===== config.mk =====
export PLATFORM = sky130hd
export DESIGN_NAME = switch_interrupt_mask_latch
export DESIGN_NICKNAME = d
export VERILOG_FILES = /design/src/rtl/switch_irq_pkg.sv /design/src/rtl/switch_interrupt_mask_latch.sv /design/src/rtl/event_latch.sv /design/src/rtl/alert_encoder.sv
export SDC_FILE = /design/constraint.sdc
export NUM_CORES = 1
export LEC_CHECK = 0
export ABC_AREA = 1
export CELL_PAD_IN_SITES_DETAIL_PLACEMENT = 0
export CELL_PAD_IN_SITES_GLOBAL_PLACEMENT = 1
export CORE_MARGIN = 10
export CORE_UTILIZATION = 47
export CTS_CLUSTER_DIAMETER = 50
export DETAILED_ROUTE_END_ITERATION = 8
export DONT_BUFFER_PORTS = 1
export PLACE_DENSITY = 0.88
export SYNTH_ARGS = -nofsm -noshare
export SYNTH_HDL_FRONTEND = slang
export SYNTH_HIERARCHICAL = 1
export SYNTH_SLANG_ARGS = --single-unit

===== constraint.sdc =====
create_clock -name CLK -period 1.9 [get_ports CLK]
set_input_delay 0.095 -clock CLK [delete_from_list [all_inputs] [get_ports CLK]]
set_output_delay 0.095 -clock CLK [all_outputs]
set_load 0.03 [all_outputs]

===== src/rtl/switch_irq_pkg.sv =====
// shared constants, field layouts and carrier structs of the switch interrupt block
package switch_irq_pkg;

  localparam int ADDR_W = 6;
  localparam int DATA_W = 8;
  localparam int STATUS_W = 14;
  localparam int SRC_W = 8;
  localparam int CHANNELS = 4;

  localparam logic [5:0] GLOBAL_CONTROL_ADDR = 6'h00;
  localparam logic [5:0] REQUEST_STATUS_ADDR = 6'h06;
  localparam logic [5:0] WARNING_STATUS_ADDR = 6'h07;
  localparam logic [5:0] REQUEST_SERIAL_MASK_ADDR = 6'h10;
  localparam logic [5:0] REQUEST_PIN_MASK_ADDR = 6'h11;
  localparam logic [5:0] WARNING_SERIAL_MASK_ADDR = 6'h12;
  localparam logic [5:0] WARNING_PIN_MASK_ADDR = 6'h13;

  localparam logic [7:0] GLOBAL_CONTROL_RESET = 8'h20;
  localparam logic [7:0] MASK_RESET = 8'h00;
  localparam logic [7:0] SOURCE_RESET = 8'h00;
  localparam logic [13:0] READ_DATA_RESET = 14'h0000;
  localparam logic [5:0] STATUS_UNUSED_HIGH = 6'h00;

  localparam int REQ_CHARGE_PUMP = 7;
  localparam int REQ_UNUSED = 6;
  localparam int REQ_WD_TIMEOUT = 5;
  localparam int REQ_TOGGLE_ERROR = 4;
  localparam int REQ_SAFE_MODE = 3;
  localparam int REQ_OVERTEMP = 2;
  localparam int REQ_RETRY_SHORT = 1;
  localparam int REQ_OVERLOAD = 0;

  localparam int WARN_WD = 7;
  localparam int WARN_OVERTEMP = 6;
  localparam int WARN_OVERCURRENT = 5;
  localparam int WARN_UNDERCURRENT = 4;
  localparam int WARN_OVERVOLTAGE = 3;
  localparam int WARN_UNDERVOLTAGE = 2;
  localparam int WARN_LOGIC_UV = 1;
  localparam int WARN_MAIN_SUPPLY_UV = 0;

  localparam logic [1:0] CODE_NONE = 2'b00;
  localparam logic [1:0] CODE_WARNING = 2'b01;
  localparam logic [1:0] CODE_REQUEST = 2'b10;
  localparam logic [1:0] CODE_INVALID = 2'b11;

  typedef struct packed {
    logic charge_pump;
    logic watchdog_timeout;
    logic toggle_error;
    logic safe_mode_entry;
    logic safe_mode_by_cmd;
    logic [3:0] overtemp;
    logic [3:0] retry_or_short;
    logic [3:0] overload;
  } request_src_s;

  typedef struct packed {
    logic watchdog_warning;
    logic [3:0] overtemp;
    logic [3:0] overcurrent;
    logic [3:0] undercurrent;
    logic [3:0] overvoltage;
    logic [3:0] undervoltage;
    logic logic_supply_uv;
    logic main_supply_uv;
  } warning_src_s;

  typedef struct packed {
    logic wr;
    logic rd;
    logic ctrl_sel;
    logic [5:0] addr;
    logic [7:0] data;
  } reg_access_s;

  function automatic logic any_channel(input logic [3:0] ch);
    any_channel = |ch;
  endfunction

endpackage


===== src/rtl/switch_interrupt_mask_latch.sv =====
// interrupt masking, event latching and register access of the quad switch
`timescale 1ns/1ps

// Summary of operation
// - pin request mask, set bit drives alert
// - request sources in fixed bit order
// - serial warning mask gates reply warning code
// - pin warning mask gates alert pin
// - warning sources in fixed bit order
// - commanded safe mode raises no event
// - any channel over threshold raises source
// - request and warning status registers readable
// - status bits stay set until cleared
// - status read returns content then clears
// - status resets zero, high bits unused
// - control registers 8-bit write and readback
// - control registers load defaults at reset
// - global control at 00h resets 20h
// - reply code none, warning, request, invalid
// - pending enabled interrupt pulls alert low
// - serial request mask gates request code
module switch_interrupt_mask_latch
  import switch_irq_pkg::*;
(
  input wire logic CLK,
  input wire logic RSTN,
  input switch_irq_pkg::reg_access_s ACCESS,
  input switch_irq_pkg::request_src_s REQ_SRC,
  input switch_irq_pkg::warning_src_s WARN_SRC,
  input wire logic FRAME_ERROR,
  output logic [13:0] RD_DATA,
  output logic RD_VALID,
  output logic [1:0] REPLY_STATUS_CODE,
  output logic FAULT_O,
  output logic FAULT_OE,
  output logic [7:0] GLOBAL_CONTROL
);
  import switch_irq_pkg::*;

  logic [7:0] global_control_reg;
  logic [7:0] request_serial_mask_reg;
  logic [7:0] request_pin_mask_reg;
  logic [7:0] warning_serial_mask_reg;
  logic [7:0] warning_pin_mask_reg;
  logic [13:0] rd_data_reg;
  logic rd_valid_reg;
  logic [1:0] reply_code_reg;
  logic fault_oe_reg;
  logic invalid_reg;
  logic [7:0] req_set;
  logic [7:0] warn_set;
  logic [7:0] req_status;
  logic [7:0] warn_status;
  logic req_clear;
  logic warn_clear;
  logic wr_global;
  logic wr_req_serial;
  logic wr_req_pin;
  logic wr_warn_serial;
  logic wr_warn_pin;
  logic wr_bad;
  logic rd_ctrl_ok;
  logic rd_diag_ok;
  logic rd_bad;
  logic access_ok;
  logic pin_alert;
  logic [1:0] code;
  logic [7:0] ctrl_rd_value;

  // request sources, one bit per class
  always_comb begin
    req_set = SOURCE_RESET;
    req_set[REQ_CHARGE_PUMP] = REQ_SRC.charge_pump;
    req_set[REQ_WD_TIMEOUT] = REQ_SRC.watchdog_timeout;
    req_set[REQ_TOGGLE_ERROR] = REQ_SRC.toggle_error;
    req_set[REQ_SAFE_MODE] = REQ_SRC.safe_mode_entry & ~REQ_SRC.safe_mode_by_cmd;
    req_set[REQ_OVERTEMP] = any_channel(REQ_SRC.overtemp);
    req_set[REQ_RETRY_SHORT] = any_channel(REQ_SRC.retry_or_short);
    req_set[REQ_OVERLOAD] = any_channel(REQ_SRC.overload);
  end

  // warning sources, one bit per class
  always_comb begin
    warn_set = SOURCE_RESET;
    warn_set[WARN_WD] = WARN_SRC.watchdog_warning;
    warn_set[WARN_OVERTEMP] = any_channel(WARN_SRC.overtemp);
    warn_set[WARN_OVERCURRENT] = any_channel(WARN_SRC.overcurrent);
    warn_set[WARN_UNDERCURRENT] = any_channel(WARN_SRC.undercurrent);
    warn_set[WARN_OVERVOLTAGE] = any_channel(WARN_SRC.overvoltage);
    warn_set[WARN_UNDERVOLTAGE] = any_channel(WARN_SRC.undervoltage);
    warn_set[WARN_LOGIC_UV] = WARN_SRC.logic_supply_uv;
    warn_set[WARN_MAIN_SUPPLY_UV] = WARN_SRC.main_supply_uv;
  end

  // write address decode
  always_comb begin
    wr_global = 1'b0;
    wr_req_serial = 1'b0;
    wr_req_pin = 1'b0;
    wr_warn_serial = 1'b0;
    wr_warn_pin = 1'b0;
    wr_bad = 1'b0;
    if (!ACCESS.wr) begin
      wr_bad = 1'b0;
    end else if (ACCESS.addr == GLOBAL_CONTROL_ADDR) begin
      wr_global = 1'b1;
    end else if (ACCESS.addr == REQUEST_SERIAL_MASK_ADDR) begin
      wr_req_serial = 1'b1;
    end else if (ACCESS.addr == REQUEST_PIN_MASK_ADDR) begin
      wr_req_pin = 1'b1;
    end else if (ACCESS.addr == WARNING_SERIAL_MASK_ADDR) begin
      wr_warn_serial = 1'b1;
    end else if (ACCESS.addr == WARNING_PIN_MASK_ADDR) begin
      wr_warn_pin = 1'b1;
    end else begin
      wr_bad = 1'b1;
    end
  end

  // read address decode and control readback mux
  always_comb begin
    rd_ctrl_ok = 1'b0;
    rd_diag_ok = 1'b0;
    rd_bad = 1'b0;
    req_clear = 1'b0;
    warn_clear = 1'b0;
    ctrl_rd_value = MASK_RESET;
    if (!ACCESS.rd || ACCESS.wr) begin
      rd_bad = 1'b0;
    end else if (ACCESS.ctrl_sel && ACCESS.addr == GLOBAL_CONTROL_ADDR) begin
      rd_ctrl_ok = 1'b1;
      ctrl_rd_value = global_control_reg;
    end else if (ACCESS.ctrl_sel && ACCESS.addr == REQUEST_SERIAL_MASK_ADDR) begin
      rd_ctrl_ok = 1'b1;
      ctrl_rd_value = request_serial_mask_reg;
    end else if (ACCESS.ctrl_sel && ACCESS.addr == REQUEST_PIN_MASK_ADDR) begin
      rd_ctrl_ok = 1'b1;
      ctrl_rd_value = request_pin_mask_reg;
    end else if (ACCESS.ctrl_sel && ACCESS.addr == WARNING_SERIAL_MASK_ADDR) begin
      rd_ctrl_ok = 1'b1;
      ctrl_rd_value = warning_serial_mask_reg;
    end else if (ACCESS.ctrl_sel && ACCESS.addr == WARNING_PIN_MASK_ADDR) begin
      rd_ctrl_ok = 1'b1;
      ctrl_rd_value = warning_pin_mask_reg;
    end else if (!ACCESS.ctrl_sel && ACCESS.addr == REQUEST_STATUS_ADDR) begin
      rd_diag_ok = 1'b1;
      req_clear = 1'b1;
    end else if (!ACCESS.ctrl_sel && ACCESS.addr == WARNING_STATUS_ADDR) begin
      rd_diag_ok = 1'b1;
      warn_clear = 1'b1;
    end else begin
      rd_bad = 1'b1;
    end
  end

  assign access_ok = (ACCESS.wr & ~wr_bad) | rd_ctrl_ok | rd_diag_ok;

  event_latch #(
    .W(SRC_W)
  ) u_request_latch (
    .clk(CLK),
    .rstn(RSTN),
    .set(req_set),
    .clear(req_clear),
    .q(req_status)
  );

  event_latch #(
    .W(SRC_W)
  ) u_warning_latch (
    .clk(CLK),
    .rstn(RSTN),
    .set(warn_set),
    .clear(warn_clear),
    .q(warn_status)
  );

  alert_encoder u_alert_encoder (
    .req_status(req_status),
    .warn_status(warn_status),
    .req_serial_mask(request_serial_mask_reg),
    .req_pin_mask(request_pin_mask_reg),
    .warn_serial_mask(warning_serial_mask_reg),
    .warn_pin_mask(warning_pin_mask_reg),
    .invalid(invalid_reg),
    .pin_alert(pin_alert),
    .code(code)
  );

  // control registers
  always_ff @(posedge CLK) begin
    if (!RSTN) begin
      global_control_reg <= GLOBAL_CONTROL_RESET;
      request_serial_mask_reg <= MASK_RESET;
      request_pin_mask_reg <= MASK_RESET;
      warning_serial_mask_reg <= MASK_RESET;
      warning_pin_mask_reg <= MASK_RESET;
    end else begin
      if (wr_global) begin
        global_control_reg <= ACCESS.data;
      end
      if (wr_req_serial) begin
        request_serial_mask_reg <= ACCESS.data;
      end
      if (wr_req_pin) begin
        request_pin_mask_reg <= ACCESS.data;
      end
      if (wr_warn_serial) begin
        warning_serial_mask_reg <= ACCESS.data;
      end
      if (wr_warn_pin) begin
        warning_pin_mask_reg <= ACCESS.data;
      end
    end
  end

  // invalid access flag, reported on the next reply, set wins over clear
  always_ff @(posedge CLK) begin
    if (!RSTN) begin
      invalid_reg <= 1'b0;
    end else if (wr_bad || rd_bad || FRAME_ERROR) begin
      invalid_reg <= 1'b1;
    end else if (access_ok) begin
      invalid_reg <= 1'b0;
    end
  end

  // read data path
  always_ff @(posedge CLK) begin
    if (!RSTN) begin
      rd_data_reg <= READ_DATA_RESET;
      rd_valid_reg <= 1'b0;
    end else begin
      rd_valid_reg <= rd_ctrl_ok | rd_diag_ok;
      if (rd_ctrl_ok) begin
        rd_data_reg <= {STATUS_UNUSED_HIGH, ctrl_rd_value};
      end else if (req_clear) begin
        rd_data_reg <= {STATUS_UNUSED_HIGH, req_status};
      end else if (warn_clear) begin
        rd_data_reg <= {STATUS_UNUSED_HIGH, warn_status};
      end
    end
  end

  // reply code and open-drain alert
  always_ff @(posedge CLK) begin
    if (!RSTN) begin
      reply_code_reg <= CODE_NONE;
      fault_oe_reg <= 1'b0;
    end else begin
      reply_code_reg <= code;
      fault_oe_reg <= pin_alert;
    end
  end

  assign RD_DATA = rd_data_reg;
  assign RD_VALID = rd_valid_reg;
  assign REPLY_STATUS_CODE = reply_code_reg;
  assign FAULT_O = 1'b0;
  assign FAULT_OE = fault_oe_reg;
  assign GLOBAL_CONTROL = global_control_reg;

  pin_request_a: assert property (@(posedge CLK) disable iff (!RSTN)
    |(req_status & request_pin_mask_reg) |=> FAULT_OE)
    else $error("masked request did not pull alert");

  pin_quiet_a: assert property (@(posedge CLK) disable iff (!RSTN)
    (!(|(req_status & request_pin_mask_reg)) && !(|(warn_status & warning_pin_mask_reg)))
    |=> !FAULT_OE)
    else $error("alert active without enabled source");

  pin_warning_a: assert property (@(posedge CLK) disable iff (!RSTN)
    |(warn_status & warning_pin_mask_reg) |=> FAULT_OE)
    else $error("masked warning did not pull alert");

  warn_code_a: assert property (@(posedge CLK) disable iff (!RSTN)
    (!invalid_reg && !(|(req_status & request_serial_mask_reg))
     && |(warn_status & warning_serial_mask_reg)) |=> REPLY_STATUS_CODE == CODE_WARNING)
    else $error("warning code missing");

  request_priority_a: assert property (@(posedge CLK) disable iff (!RSTN)
    (!invalid_reg && |(req_status & request_serial_mask_reg))
    |=> REPLY_STATUS_CODE == CODE_REQUEST)
    else $error("request code missing or not prior");

  invalid_code_a: assert property (@(posedge CLK) disable iff (!RSTN)
    (wr_bad || rd_bad) |=> ##1 REPLY_STATUS_CODE == CODE_INVALID)
    else $error("invalid access not reported");

  commanded_safe_a: assert property (@(posedge CLK) disable iff (!RSTN)
    (!req_status[REQ_SAFE_MODE] && REQ_SRC.safe_mode_entry && REQ_SRC.safe_mode_by_cmd)
    |=> !req_status[REQ_SAFE_MODE])
    else $error("commanded safe mode raised an event");

  channel_any_a: assert property (@(posedge CLK) disable iff (!RSTN)
    (WARN_SRC.overcurrent != 4'h0) |=> warn_status[WARN_OVERCURRENT])
    else $error("overcurrent on one channel not latched");

  sticky_status_a: assert property (@(posedge CLK) disable iff (!RSTN)
    (!req_clear && !warn_clear) |=> ((req_status & $past(req_status)) == $past(req_status))
    && ((warn_status & $past(warn_status)) == $past(warn_status)))
    else $error("status bit lost without read");

  read_clear_a: assert property (@(posedge CLK) disable iff (!RSTN)
    (req_clear && req_set == SOURCE_RESET)
    |=> RD_VALID && RD_DATA[7:0] == $past(req_status) && req_status == SOURCE_RESET)
    else $error("status read did not return and clear");

  set_wins_a: assert property (@(posedge CLK) disable iff (!RSTN)
    (warn_clear && warn_set[WARN_WD]) |=> warn_status[WARN_WD])
    else $error("event lost during clearing read");

  high_bits_a: assert property (@(posedge CLK) disable iff (!RSTN)
    RD_VALID |-> RD_DATA[13:8] == STATUS_UNUSED_HIGH)
    else $error("unused status bits not zero");

  reset_default_a: assert property (@(posedge CLK)
    !RSTN |=> GLOBAL_CONTROL == GLOBAL_CONTROL_RESET && request_pin_mask_reg == MASK_RESET
    && warning_serial_mask_reg == MASK_RESET && req_status == SOURCE_RESET)
    else $error("reset defaults not loaded");

  readback_a: assert property (@(posedge CLK) disable iff (!RSTN)
    wr_req_pin ##1 (ACCESS.rd && ACCESS.ctrl_sel && !ACCESS.wr
    && ACCESS.addr == REQUEST_PIN_MASK_ADDR) |=> RD_DATA[7:0] == $past(ACCESS.data, 2))
    else $error("control readback mismatch");

  frame_invalid_a: assert property (@(posedge CLK) disable iff (!RSTN)
    FRAME_ERROR |=> ##1 REPLY_STATUS_CODE == CODE_INVALID)
    else $error("frame error not reported");

  read_pulse_a: assert property (@(posedge CLK) disable iff (!RSTN)
    (rd_ctrl_ok || rd_diag_ok) |=> RD_VALID)
    else $error("valid read not answered");

  refused_read_a: assert property (@(posedge CLK) disable iff (!RSTN)
    rd_bad |=> !RD_VALID)
    else $error("refused read answered");

  none_code_a: assert property (@(posedge CLK) disable iff (!RSTN)
    (!invalid_reg && !(|(req_status & request_serial_mask_reg))
     && !(|(warn_status & warning_serial_mask_reg))) |=> REPLY_STATUS_CODE == CODE_NONE)
    else $error("code set without enabled source");

  alert_hold_a: assert property (@(posedge CLK) disable iff (!RSTN)
    (pin_alert && !req_clear && !warn_clear && !wr_req_pin && !wr_warn_pin) |=> pin_alert)
    else $error("alert dropped without clearing read");

endmodule


===== src/rtl/event_latch.sv =====
// sticky event status register, cleared as a whole, set wins over clear
`timescale 1ns/1ps
module event_latch #(
  parameter int W = 8
) (
  input wire logic clk,
  input wire logic rstn,
  input wire logic [W-1:0] set,
  input wire logic clear,
  output logic [W-1:0] q
);
  logic [W-1:0] q_reg;
  logic [W-1:0] q_next;

  always_comb begin
    if (clear) begin
      q_next = set;
    end else begin
      q_next = q_reg | set;
    end
  end

  always_ff @(posedge clk) begin
    if (!rstn) begin
      q_reg <= '0;
    end else begin
      q_reg <= q_next;
    end
  end

  assign q = q_reg;
endmodule


===== src/rtl/alert_encoder.sv =====
// combines latched status with masks into alert level and reply status code
`timescale 1ns/1ps
module alert_encoder
  import switch_irq_pkg::*;
(
  input wire logic [7:0] req_status,
  input wire logic [7:0] warn_status,
  input wire logic [7:0] req_serial_mask,
  input wire logic [7:0] req_pin_mask,
  input wire logic [7:0] warn_serial_mask,
  input wire logic [7:0] warn_pin_mask,
  input wire logic invalid,
  output logic pin_alert,
  output logic [1:0] code
);
  logic req_serial;
  logic warn_serial;

  assign pin_alert = |(req_status & req_pin_mask) | |(warn_status & warn_pin_mask);
  assign req_serial = |(req_status & req_serial_mask);
  assign warn_serial = |(warn_status & warn_serial_mask);

  always_comb begin
    if (invalid) begin
      code = CODE_INVALID;
    end else if (req_serial) begin
      code = CODE_REQUEST;
    end else if (warn_serial) begin
      code = CODE_WARNING;
    end else begin
      code = CODE_NONE;
    end
  end
endmodule


==> run summary <==
Reg clk slew, reported paths -> 0.07 ns
post-synthesis sequential area ratio -> 39.0%
Die Ht -> 107 µm
number of global-route vias before repair -> 3286
# IOs -> 87
Placed Instances -> 619
CP startpoint kind -> input pin
fin crit share -> 94.1%
clk_skew -> 0.00535 ns
number of buffers added on ports -> 0
CTS max path bufs -> 2
register area -> 1380 µm²
CTS tree -> built
fin nets -> 626
Post-Synth Simple-Gate Area -> 32.8%
multi-input logic area -> 1740 µm²
Site Rows -> 31
core area -> 7290 µm²
Tmin final -> 1.79 ns
critical path peak fanout -> 13
count of state elements after synthesis -> 69
outcome -> finished, final reports clean
HP Class -> input pin to flip-flop
die width -> 107 µm
area leader, netlist -> dfxtp_1
Worst R2R End -> invalid_reg
total gr overflow -> 0
endpoint class of the critical path -> flip-flop
post-route ant nets -> 0
VDD IR max -> 299 µV
reg-to-reg slack, setup -> 0.12 ns
Pleak -> 1.90 nW
Initial Util -> 48.6%
RSZ-0062 raised after global routing -> false
Compound-Gate Fraction of Synth Area -> 15.2%
fraction of layout cells with a size suffix above 1 -> 7.88%
Post-Synth XOR/XNOR Area -> 0%
Yosys top cell area share -> 39.0%
Finished Layout Cells -> 671
H-tree lvl count -> 3
Hold Path Sink -> u_warning_latch/q[4]
post-synthesis adder-cell area fraction -> 0%
routability cong. -> 0.915
Setup TNS Final -> 0 ns
CTS buffer count -> 9
mux contribution to synthesized area -> 0.318%
Post-Syn Area -> 3540 µm²
PwrDens -> 692 nW/µm²
largest net degree at the start of global routing -> 53
drt total wl -> 10400 µm
Area Overhead vs Synth -> 16.3%
Layout fillers -> 749
reg2reg path depth -> 6
first-pass GRT wire length -> 16600 µm
hold_sp -> WARN_SRC[13]
vias per cell -> 5.12
Area contributors post-synth -> dfxtp_1 (39%), nand2_1 (12%), inv_1 (8.4%), a21oi_1 (7.8%), nor2_1 (5.9%)
initial antenna violation count -> 1
routed vias -> 3433
post-CTS setup buffer count -> 0
synthesized instance count -> 531
final hold violation count -> 0
final setup violation count -> 0
Max Slew Vio Count -> 0
GRT Overall Usage -> 18.3%
final HPWL from detailed placement -> 7740 µm
Hold Crit Depth -> 3
largest family of logic cells by synthesized area -> simple AND/OR/NAND/NOR gates
Max-cap violations -> 0
Distinct cells, synth -> 25
yosys warns -> 6
crit path DAT -> 2.03 ns
residual DRC count -> 0
die area -> 11400 µm²
Data required, critical path -> 2.14 ns
Mean Syn Cell Area -> 6.67 µm²
clock root buffer -> clkbuf_8
insertion delay to the later sink of the worst-skew pair -> 0.35 ns
Crit Reg-Reg Startpoint -> invalid_reg
1st-iter DRT viols -> 199
clk sinks -> 69
drt first pass iters -> 5
drt wl/cell -> 15.5 µm
Setup CP Type -> input pin to flip-flop
commonest non-fill, non-tap cell in the layout -> nand2_1
most frequent cells in the layout -> nand2_1 (113), inv_1 (79), dfxtp_1 (68), nor2_1 (56), a21oi_1 (55)
fmax -> 559 MHz
[worst max-delay path, cell delays in order]
cell and delay, ns:
nor2_1 0.23, nand3_1 0.20, nor2_1 0.43, inv_1 0.33, nand2_1 0.13, nand3_1 0.07
dlygate4sd3_1 0.55
[synthesized netlist by cell type]
cell,number
buf_2,5
inv_1,79
mux2_2,1
nand3b_1,6
nor2_4,4
clkinv_2,1
clkbuf_1,4
nand2_2,3
nand4_2,1
nor2_2,6
buf_4,10
nand2_1,113
nor3_1,1
nand4_1,9
o21ai_0,42
a21oi_1,55
nand3_1,40
conb_1,1
inv_2,5
buf_6,1
nand2_4,4
o211ai_1,7
dfxtp_1,69
nor2_1,56
or4_1,8
[where the power goes]
group | internal, mW | switching, mW | leakage (nW)
Clock | 0.506 | 0.567 | 0.0962
Sequential | 1.48 | 0.0511 | 0.563
Combinational | 0.0976 | 0.145 | 1.24
Total | 2.09 | 0.763 | 1.90
[through the flow]
step | worst slack, ns | utilization (%) | total power [mW] | area (µm²) | hold slack, ns
6_report | 0.111 | 56.5 | 2.85 | 4120 | 0.0126
3_3_place_gp | 0.293 | 49.1 | 1.72 | 3580 | 0.192
2_1_floorplan | 0.720 | - | 1.71 | 3570 | 0.221
4_1_cts | 0.104 | 56.4 | 2.88 | 4120 | 0.00117
3_5_place_dp | 0.262 | 49.1 | 1.72 | 3580 | 0.199
5_1_grt | 0.0244 | 56.5 | 2.96 | 4120 | 0.0297
[cell type report]
cell class / instances / area share, %
clock inverter: 6 / 0.911
clock buffer: 10 / 3.34
timing repair buffer: 37 / 9.11
antenna: 1 / 0.0608
sequential: 69 / 33.6
tap: 99 / 3.01
multi-input combinational: 364 / 42.2
inverter: 85 / 7.78
[worst max path at each step]
stage	slack (ns)	depth (start not counted)	start	end
finish	0.11	7	ACCESS[13]	GLOBAL_CONTROL[5]
global route	0.02	7	ACCESS[10]	GLOBAL_CONTROL[5]
CTS	0.10	6	invalid_reg	invalid_reg
detailed placement	0.26	6	ACCESS[13]	GLOBAL_CONTROL[2]
global placement	0.29	6	ACCESS[10]	GLOBAL_CONTROL[2]
floorplan	0.72	9	ACCESS[11]	request_pin_mask_reg[2]
[logic make-up after synthesis]
kind of cell | count (synthesis)
flops | 69
compound gates | 104
simple gates | 251
buf+inv | 105
mux | 1
other cells | 1
[layer usage]
layer	global-route usage, %	vias to the layer above	wire (µm)
li1	-	1761	-
met2	29.5	106	4940
met3	4.97	22	791
met5	0	-	0
met1	21.8	1544	4390
met4	9.38	0	306
[what timing repair did]
action | in CTS | in global routing
endpoints found under the setup margin | 0 | 1
resized for setup | 0 | 1
hold buffers | 35 | 0
endpoints found under the hold margin | 68 | 0
No activity file was read; power rests on OpenSTA's default activity.
